**src/rtl/rcsf_pkg.sv**
```systemverilog
// Package with register map, field positions and reset values of the reset cause block
package rcsf_pkg;

  // ****************************************
  // Register bus
  // ****************************************
  localparam int unsigned ADDR_W = 4;
  localparam int unsigned DATA_W = 16;

  localparam logic [3:0] OFF_CAUSE  = 4'h0;
  localparam logic [3:0] OFF_IRQ_ST = 4'h1;
  localparam logic [3:0] OFF_IRQ_MK = 4'h2;
  localparam logic [3:0] OFF_WDT    = 4'h3;

  // ****************************************
  // Cause register fields
  // ****************************************
  localparam int unsigned BIT_POR   = 0;
  localparam int unsigned BIT_BOR   = 1;
  localparam int unsigned BIT_IDLE  = 2;
  localparam int unsigned BIT_SLEEP = 3;
  localparam int unsigned NFLAGS    = 4;

  // Watchdog control register fields
  localparam int unsigned BIT_WDT_SOFT = 0;
  localparam int unsigned BIT_WDT_RUN  = 1;

  localparam logic [1:0] FUSE_UNPROG = 2'h3;

  // ****************************************
  // Reset values
  // ****************************************
  localparam logic [3:0] RST_FLAGS = 4'h0;
  localparam logic [3:0] RST_MASK  = 4'h0;
  localparam logic       RST_SOFT  = 1'h0;

endpackage : rcsf_pkg

```
**src/rtl/rcsf_flag_cell.sv**
```systemverilog
// One sticky flag bit: hardware set beats software write
module rcsf_flag_cell
(
  // Clock and reset
  input  wire logic ref_clk_in,
  input  wire logic resetn_in,
  // Controls
  input  wire logic set_in,
  input  wire logic wr_in,
  input  wire logic wr_val_in,
  input  wire logic clr_in,
  // State
  output logic      flag_out
);

  logic flag_reg;
  logic flag_next;

  // Set wins over any clear in the same cycle
  assign flag_next = set_in ? 1'b1 :
                     wr_in  ? wr_val_in :
                     clr_in ? 1'b0 : flag_reg; // [RULE8]

  always_ff @(posedge ref_clk_in)
  begin
    if (!resetn_in)
      flag_reg <= 1'b0;
    else
      flag_reg <= flag_next;
  end

  assign flag_out = flag_reg;

endmodule : rcsf_flag_cell

```
**src/rtl/rcsf_wdt_gate.sv**
```systemverilog
// Watchdog enable override from fuse field
module rcsf_wdt_gate
(
  // Inputs
  input  wire logic [1:0] fuse_in,
  input  wire logic       soft_in,
  // Result
  output logic            run_out
);

  // Unprogrammed fuses force the watchdog on
  assign run_out = (fuse_in == rcsf_pkg::FUSE_UNPROG) | soft_in; // [RULE7]

endmodule : rcsf_wdt_gate

```
**src/rtl/rcsf_top.sv**
```systemverilog
// Reset cause and low power status flags with register port and interrupt
//
// Local design decisions: the plain strobed port and the register offsets.

// Behaviour
// [RULE1] The sleep wake flag, bit 3 of the cause register, is set once the device has been in Sleep.
// [RULE2] The idle wake flag, bit 2 of the cause register, is set once the device was in Idle.
// [RULE3] The brownout reset flag, bit 1, is set whenever a brown-out reset occurred.
// [RULE4] The poweron reset flag, bit 0, is set whenever a power-on reset occurred.
// [RULE5] Software may write every status flag to set or clear it.
// [RULE6] A software write setting a flag only stores it and never starts a reset.
// [RULE7] With the watchdog fuse field at 11 the watchdog stays enabled whatever the soft enable.
// [RULE8] Flags stay set until cleared, and a hardware event beats a clear in the same cycle.
module rcsf_top
(
  // Clock and reset
  input  wire logic        ref_clk_in,
  input  wire logic        resetn_in,
  // Hardware events, one-cycle pulses
  input  wire logic        por_event_in,
  input  wire logic        bor_event_in,
  input  wire logic        idle_event_in,
  input  wire logic        sleep_event_in,
  // Watchdog configuration
  input  wire logic [1:0]  watchdog_fuse_enable_in,
  // Register port
  input  wire logic [3:0]  addr_in,
  input  wire logic [15:0] wdata_in,
  input  wire logic        wr_in,
  input  wire logic        rd_in,
  output logic      [15:0] rdata_out,
  // Status outputs
  output logic      [3:0]  reset_cause_flags_out,
  output logic             watchdog_timer_enable_out,
  output logic             irq_out
);

  // ****************************************
  // Address decode
  // ****************************************
  // One compare shared by the write strobes and the read mux
  function automatic logic rcsf_hit
  (
    input logic [3:0] addr,
    input logic [3:0] offset
  );
    rcsf_hit = (addr == offset);
  endfunction : rcsf_hit

  logic sel_cause;
  logic sel_ist;
  logic sel_msk;
  logic sel_wdt;

  assign sel_cause = rcsf_hit(addr_in, rcsf_pkg::OFF_CAUSE);
  assign sel_ist   = rcsf_hit(addr_in, rcsf_pkg::OFF_IRQ_ST);
  assign sel_msk   = rcsf_hit(addr_in, rcsf_pkg::OFF_IRQ_MK);
  assign sel_wdt   = rcsf_hit(addr_in, rcsf_pkg::OFF_WDT);

  logic wr_cause;
  logic wr_ist;
  logic wr_msk;
  logic wr_wdt;

  // Unmapped indexes match no strobe, so such writes change nothing
  assign wr_cause = wr_in && sel_cause;
  assign wr_ist   = wr_in && sel_ist;
  assign wr_msk   = wr_in && sel_msk;
  assign wr_wdt   = wr_in && sel_wdt;

  // ****************************************
  // Write data fields
  // ****************************************
  logic [3:0] wd_flags;
  logic       wd_soft;

  assign wd_flags = wdata_in[3:0];
  assign wd_soft  = wdata_in[rcsf_pkg::BIT_WDT_SOFT];

  // ****************************************
  // Hardware events
  // ****************************************
  logic [3:0] hw_evt;

  assign hw_evt[rcsf_pkg::BIT_POR]   = por_event_in;   // [RULE4]
  assign hw_evt[rcsf_pkg::BIT_BOR]   = bor_event_in;   // [RULE3]
  assign hw_evt[rcsf_pkg::BIT_IDLE]  = idle_event_in;  // [RULE2]
  assign hw_evt[rcsf_pkg::BIT_SLEEP] = sleep_event_in; // [RULE1]

  // ****************************************
  // Flags
  // ****************************************
  logic [3:0] cause_flags;
  logic [3:0] irq_flags;
  logic [3:0] ist_clr;

  // Write one to clear: a zero leaves its status bit alone
  assign ist_clr = wr_ist ? wd_flags : 4'h0;

  // Software writes only load the flag; nothing here feeds a reset request
  genvar gi;
  generate
    for (gi = 0; gi < rcsf_pkg::NFLAGS; gi++)
    begin : g_flag
      rcsf_flag_cell u_cause
      (
        .ref_clk_in (ref_clk_in),
        .resetn_in  (resetn_in),
        .set_in     (hw_evt[gi]),
        .wr_in      (wr_cause),
        .wr_val_in  (wd_flags[gi]),
        .clr_in     (1'b0),
        .flag_out   (cause_flags[gi])
      ); // [RULE5] [RULE6]
      rcsf_flag_cell u_irq
      (
        .ref_clk_in (ref_clk_in),
        .resetn_in  (resetn_in),
        .set_in     (hw_evt[gi]),
        .wr_in      (1'b0),
        .wr_val_in  (1'b0),
        .clr_in     (ist_clr[gi]),
        .flag_out   (irq_flags[gi])
      ); // [RULE8]
    end
  endgenerate

  // ****************************************
  // Interrupt
  // ****************************************
  logic [3:0] mask_reg;
  logic [3:0] mask_next;
  logic [3:0] irq_pend;
  logic       irq_next;

  always_comb
  begin
    if (wr_msk)
    begin
      mask_next = wd_flags;
    end
    else
    begin
      mask_next = mask_reg;
    end
  end

  generate
    for (gi = 0; gi < rcsf_pkg::NFLAGS; gi++)
    begin : g_pend
      assign irq_pend[gi] = irq_flags[gi] && mask_reg[gi];
    end
  endgenerate

  // Level output: it falls only when software clears the status or the mask
  assign irq_next = |irq_pend;

  // ****************************************
  // Watchdog
  // ****************************************
  logic soft_reg;
  logic soft_next;
  logic wdt_run;

  always_comb
  begin
    if (wr_wdt)
    begin
      soft_next = wd_soft;
    end
    else
    begin
      soft_next = soft_reg;
    end
  end

  rcsf_wdt_gate u_wdt
  (
    .fuse_in (watchdog_fuse_enable_in),
    .soft_in (soft_reg),
    .run_out (wdt_run)
  ); // [RULE7]

  // ****************************************
  // Readback
  // ****************************************
  // Zero extension of a four bit field, shared by every register word
  function automatic logic [15:0] rcsf_word
  (
    input logic [3:0] field
  );
    rcsf_word = {12'h000, field};
  endfunction : rcsf_word

  logic [15:0] rd_cause_word;
  logic [15:0] rd_ist_word;
  logic [15:0] rd_msk_word;
  logic [15:0] rd_wdt_word;
  logic [15:0] rd_mux;
  logic [15:0] rdata_next;

  assign rd_cause_word = rcsf_word(cause_flags);
  assign rd_ist_word   = rcsf_word(irq_flags);
  assign rd_msk_word   = rcsf_word(mask_reg);
  assign rd_wdt_word   = rcsf_word({2'h0, wdt_run, soft_reg});

  // Unmapped indexes and unused bits read as zero
  always_comb
  begin
    if (sel_cause)
    begin
      rd_mux = rd_cause_word;
    end
    else if (sel_ist)
    begin
      rd_mux = rd_ist_word;
    end
    else if (sel_msk)
    begin
      rd_mux = rd_msk_word;
    end
    else if (sel_wdt)
    begin
      rd_mux = rd_wdt_word;
    end
    else
    begin
      rd_mux = 16'h0000;
    end
  end

  // Data stand one cycle only, so an idle bus never shows a stale word
  always_comb
  begin
    if (rd_in)
    begin
      rdata_next = rd_mux;
    end
    else
    begin
      rdata_next = 16'h0000;
    end
  end

  // ****************************************
  // Output values
  // ****************************************
  logic [3:0] flags_next;
  logic       wdt_next;

  // Every output is a flop, one cycle behind the state it mirrors
  assign flags_next = cause_flags;
  assign wdt_next   = wdt_run;

  // ****************************************
  // Register: interrupt mask
  // ****************************************
  always_ff @(posedge ref_clk_in)
  begin
    if (!resetn_in)
    begin
      mask_reg <= rcsf_pkg::RST_MASK;
    end
    else
    begin
      mask_reg <= mask_next;
    end
  end

  // ****************************************
  // Register: watchdog soft enable
  // ****************************************
  always_ff @(posedge ref_clk_in)
  begin
    if (!resetn_in)
    begin
      soft_reg <= rcsf_pkg::RST_SOFT;
    end
    else
    begin
      soft_reg <= soft_next;
    end
  end

  // ****************************************
  // Register: read data
  // ****************************************
  always_ff @(posedge ref_clk_in)
  begin
    if (!resetn_in)
    begin
      rdata_out <= 16'h0000;
    end
    else
    begin
      rdata_out <= rdata_next;
    end
  end

  // ****************************************
  // Register: cause flag copy
  // ****************************************
  always_ff @(posedge ref_clk_in)
  begin
    if (!resetn_in)
    begin
      reset_cause_flags_out <= rcsf_pkg::RST_FLAGS;
    end
    else
    begin
      reset_cause_flags_out <= flags_next;
    end
  end

  // ****************************************
  // Register: watchdog enable
  // ****************************************
  // Fuses are read every cycle, so a fuse change shows up one cycle later
  always_ff @(posedge ref_clk_in)
  begin
    if (!resetn_in)
    begin
      watchdog_timer_enable_out <= 1'b0;
    end
    else
    begin
      watchdog_timer_enable_out <= wdt_next; // [RULE7]
    end
  end

  // ****************************************
  // Register: interrupt line
  // ****************************************
  always_ff @(posedge ref_clk_in)
  begin
    if (!resetn_in)
    begin
      irq_out <= 1'b0;
    end
    else
    begin
      irq_out <= irq_next;
    end
  end

endmodule : rcsf_top

```
**config.mk**
```make
export PLATFORM = sky130hd
export DESIGN_NAME = rcsf_top
export DESIGN_NICKNAME = d
export VERILOG_FILES = /design/src/rtl/rcsf_pkg.sv /design/src/rtl/rcsf_flag_cell.sv /design/src/rtl/rcsf_wdt_gate.sv /design/src/rtl/rcsf_top.sv
export SDC_FILE = /design/constraint.sdc
export NUM_CORES = 1
export LEC_CHECK = 0
export ABC_AREA = 1
export BUFFER_PORTS_ARGS = -buffer_cell sky130_fd_sc_hd__buf_4
export CAP_MARGIN = 10
export CORE_MARGIN = 1.5
export CORE_UTILIZATION = 41
export DETAILED_ROUTE_END_ITERATION = 8
export PLACE_DENSITY = 0.83
export SYNTH_ARGS = -nofsm -noshare
export SYNTH_HDL_FRONTEND = slang
export SYNTH_SLANG_ARGS = --single-unit
```
**constraint.sdc**
```tcl
create_clock -name ref_clk_in -period 0.8 [get_ports ref_clk_in]
set_input_delay 0.08 -clock ref_clk_in [delete_from_list [all_inputs] [get_ports ref_clk_in]]
set_output_delay 0.08 -clock ref_clk_in [all_outputs]
set_load 0.05 [all_outputs]
```
=== Word level (Yosys, flattened, before mapping) ===
Cells that the tools add are included.

* Flip-flop bits (word level): 35
* Bits of input ports: 30
* Word-level logic and storage cells: 63

* Equality and inequality tests: 4
* Muxes and demuxes: 21
* Bitwise logic cells: 3
* Reduce and logical (&&, ||, !) cells: 20

{| class="wikitable"
|+ Operators with widths
! kind !! number
|-
| 1-bit 2-to-1 mux || 16
|-
| 4-bit 2-to-1 mux || 4
|-
| 2-bit nonzero test || 8
|-
| 4-bit by 2-bit == test with 1-bit output (second input constant) || 2
|-
| 1-bit logical AND || 8
|-
| 5-bit OR reduction || 1
|-
| 4-bit by 1-bit == test with 1-bit output (second input constant) || 1
|-
| 4-bit zero test || 1
|-
| 4-bit OR reduction || 1
|-
| 2-bit == test (second input constant) || 1
|-
| 2-bit 2-to-1 mux || 1
|-
| 1-bit NOT || 2
|-
| 2-bit AND reduction || 1
|-
| 1-bit bitwise OR || 1
|}

=== Depth between registers and ports, before layout ===
* Word-level depth: 6
* Depth in mapped cells: 7
* Depth with buffers taken out: 7

=== By module ===
Synthesis repeated with hierarchy kept, for this count alone.

* Cell total of the unflattened synthesis: 184
* Area, all modules: 1,273.7 sq um

{| class="wikitable"
|+ By module, submodules not included
! module !! times used !! cells an instance !! area an instance (sq um) !! seq. area each (sq um)
|-
| rcsf_top || 1 || 125 || 852.1 || 300.3
|-
| rcsf_flag_cell || 8 || 7 || 51.3 || 20.0
|-
| rcsf_wdt_gate || 1 || 3 || 11.3 || 0.0
|}

=== Worst setup path before layout ===
Ideal clock, no wire load.

* Path type: input-to-reg
* Start point: input addr_in[3]
* End point: register soft_reg
* Data arrival time: 0.640 ns
* Data required time: 0.687 ns
* Path slack: 0.047 ns
* Cell stages on the path: 5
* Cells stage by stage: nor2_4 buf_6 nand3_1 nor2_1 nor2_1

* Word-level cells in the longest chain between the ends: 2

{| class="wikitable"
|+ RTL lines
! item !! RTL line !! RTL
|-
| start: declaration || rcsf_top.sv:27 || <nowiki>input wire logic [3:0] addr_in,</nowiki>
|-
| 4-bit by 2-bit == test with 1-bit output || rcsf_top.sv:47 || <nowiki>rcsf_hit = (addr == offset);</nowiki>
|-
| 1-bit logical AND || rcsf_top.sv:69 || <nowiki>assign wr_wdt = wr_in && sel_wdt;</nowiki>
|-
| end signal: assignment || rcsf_top.sv:277 || <nowiki>soft_reg <= rcsf_pkg::RST_SOFT;</nowiki>
|-
| end signal: assignment || rcsf_top.sv:281 || <nowiki>soft_reg <= soft_next;</nowiki>
|-
| end: declaration || rcsf_top.sv:161 || <nowiki>logic soft_reg;</nowiki>
|}

No other way between the ends.
A chain may end at the register's enable or synchronous reset.

=== Final worst setup path ===
* Start point: register rdata_out[0]
* End point: output rdata_out[0]

{| class="wikitable"
|+ RTL lines
! item !! RTL line !! RTL
|-
| start: declaration || rcsf_top.sv:31 || <nowiki>output logic [15:0] rdata_out,</nowiki>
|-
| start signal: assignment || rcsf_top.sv:296 || <nowiki>rdata_out <= rdata_next;</nowiki>
|}

No word-level cell between the ends.

==> flow_summary.yaml <==
floorplanning:
  dieArea_sq_um: 3140
  coreArea_sq_um: 2710
  row_count: 19
  initial_core_util_pct: 42.5
  die_w_microns: 56.0
  pin_count: 52
  fp.dieH_microns: 56.0
setup_path:
  end_kind: "primary output"
  cp-start-kind: "flip-flop"
  reg2reg_slack_ps: 40
  arrival_ps: 810
  crit_fanout: 1
  worstPathCellList: "buf_6"
  r2r_cells: 5
  slowest_delay_ps: 350
  crit_path_top_delay_cell: "dfxtp_2"
  crit_family: "flip-flops"
  r2r_start: "g_flag[1].u_cause.flag_out"
  required_ps: 720
  r2r-end: "rdata_out[1]"
  worstSetupPathType: "reg2out"
  cp_num_buf_inv: 1
clock_network:
  clock-sinks: 23
  cts_tree: "built"
  numCtsBuffers: 3
  post-cts-setup-buffers: 0
  clk_path_buf_depth: 2
  clk_pin_slew_ps: 130
  insertion_delay_ps: 310
  htree_levels: 1
  clock_tree.root_cell: "clkbuf_4"
run_status:
  status: "finished with violations"
  violations: "negative setup slack"
placement:
  gp_congestion: 0.913
  dp_hpwl_microns: 1740
  io_buffers: 27
  placed_area_sq_um: 1370
yosys:
  synthTopCellsByArea: "dfxtp_1 40%, nand2_1 13%, buf_4 7.8%, inv_1 7.8%, nor2_1 5.5%"
  synth_warnings: 0
  synthFlopType: "dfxtp_1"
  synth_compound_area_share_pct: 9.01
  yosysTopAreaCell: "dfxtp_1"
  syn-instance-count: 164
  avgSynthCellArea_sq_um: 7.03
  yosysSeqAreaShare_pct: 40.0
  ys_ff_latch: 23
  yosys.area_share.simple_pct: 32.5
  yosys.area_share.adder_pct: 0
  synth_edf_count: 0
  synth.top_cells.by_count: "41 x nand2_1, 24 x inv_1, 23 x dfxtp_1"
  synth.area.mux_share_pct: 0
  yosysUniqueCellTypes: 23
  synthArstFlopShare_pct: 0
  synth_xor_area_share_pct: 0
  yosysMostFrequentCell: "nand2_1"
  synth_top_area_share_pct: 40.0
  syn-cell-area_sq_um: 1150
  synth_top_family_by_area: "simple AND/OR/NAND/NOR gates"
grt:
  grt_pass1_wl_microns: 3800
  grt-ovfl-total: 0
  grt_usage_pct: 15.3
  grt_pass1_vias: 947
  antenna_found_initial: 0
  grt_max_degree: 14
route:
  wl_microns: 2290
  avgViaCountPerCell: 4.58
  route.detailed.drc: 0
  drtPass1Iterations: 4
  wl_per_cell_microns: 9.96
  antenna_left: 0
  vias: 1054
  initialDrtViolationCount: 21
cells_and_area:
  utilization_pct: 55.2
  fin_area_sq_um: 1500
  layout.nets: 230
  diodes: 0
  syn2layout_area_growth_pct: 29.9
  drive_gt1_share_pct: 36.2
sta:
  post-route-min-period_ps: 891
  rsz0062_at_grt: "yes"
  clock_skew_ps: 2.57
  finalMaxSlewViolations: 0
  fin_ws_ps: -91.2
  period_share_pct: 111
  hold_viol_final: 0
  max_clock_freq_mhz: 1120
  whs_ps: 9.27
  setup_viol: 10
min_path:
  min-delay-start: "wdata_in[2]"
  hp-class: "in2reg"
  worstHoldPathCells: 3
  holdPathEnd: "mask_reg[2]"
power_and_ir_drop:
  p_per_area_nw_per_um2: 1560
  power.leakage_nw: 0.790
  power_mw: 2.33
  vdd_drop_max_mv: 1.15
flow_run:
  maxCapViolations: 0
==> repair_timing <==
action                                 in CTS  in global routing
hold buffers                                1                  1
setup endpoints to repair                  10                 15
pin swaps                                   0                  4
endpoints found under the hold margin       1                  1
resized for setup                          20                 15
==> how the worst max path moves through the flow <==
| stage | start | end | slack, ps | cells past startpoint |
|---|---|---|---|---|
| finish | rdata_out[0] | rdata_out[0] | -90 | 1 |
| global route | rdata_out[0] | rdata_out[0] | -130 | 1 |
| CTS | rdata_out[2] | rdata_out[2] | -100 | 1 |
| detailed placement | addr_in[3] | rdata_out[0] | -180 | 7 |
| global placement | addr_in[3] | rdata_out[0] | -160 | 7 |
| floorplan | addr_in[3] | soft_reg | 50 | 5 |
==> cell usage in the layout, fill, tap and decap left out <==
master         instances
or2_2                  4
dfxtp_1                8
buf_6                  9
nand3_4                1
nand4_1                5
a21oi_1               12
nor2_1                17
clkinv_2               1
conb_1                12
dlygate4sd3_1          2
o21bai_1               2
nand2_2                3
inv_2                  4
o211ai_1               1
nand3_2                3
nand2_1               38
buf_8                  1
dfxtp_2               15
o22ai_1                1
nand3_1                4
clkbuf_4               3
nor2_4                 2
inv_1                 21
nor2_2                 2
buf_4                 24
nand3b_1               1
o21ai_1                3
==> metal layers <==
metal | vias to the layer above | track usage, % | part of all wire [%]
li1 | 550 | - | -
met1 | 458 | 18.1 | 43
met2 | 42 | 26.4 | 49
met3 | 4 | 3.02 | 6.8
met4 | 0 | 7.14 | 1.4
met5 | - | 0 | 0
==> logic make-up after synthesis <==
group | after synthesis
and+or+nand+nor | 80
buffers and inverters | 41
DFF | 23
AOI/OAI and AO/OA | 19
other | 1
==> power by group <==
part | switching, mW | internal, mW | leakage (nW)
Clock | 0.369 | 0.187 | 0.0177
Combinational | 0.355 | 0.184 | 0.578
Sequential | 0.0312 | 1.20 | 0.195
==> cell type report <==
type / count / area [sq um]
multi-input combinational: 111 / 541
sequential: 23 / 479
clock buffer: 3 / 22.5
fill: 276 / 1210
inverter: 25 / 93.8
tap: 31 / 38.8
clock inverter: 1 / 5.00
timing repair buffer: 36 / 317
==> stage by stage <==
step                      std cells  setup WS (ps)  TNS, ps
after floorplan                 175           47.4        0
after global placement          224           -157    -2030
after detailed placement        224           -182    -2230
after CTS                       229           -101     -913
after global routing            230           -128    -1240
final                           230          -91.2     -862
No activity file was read; power rests on OpenSTA's default activity.
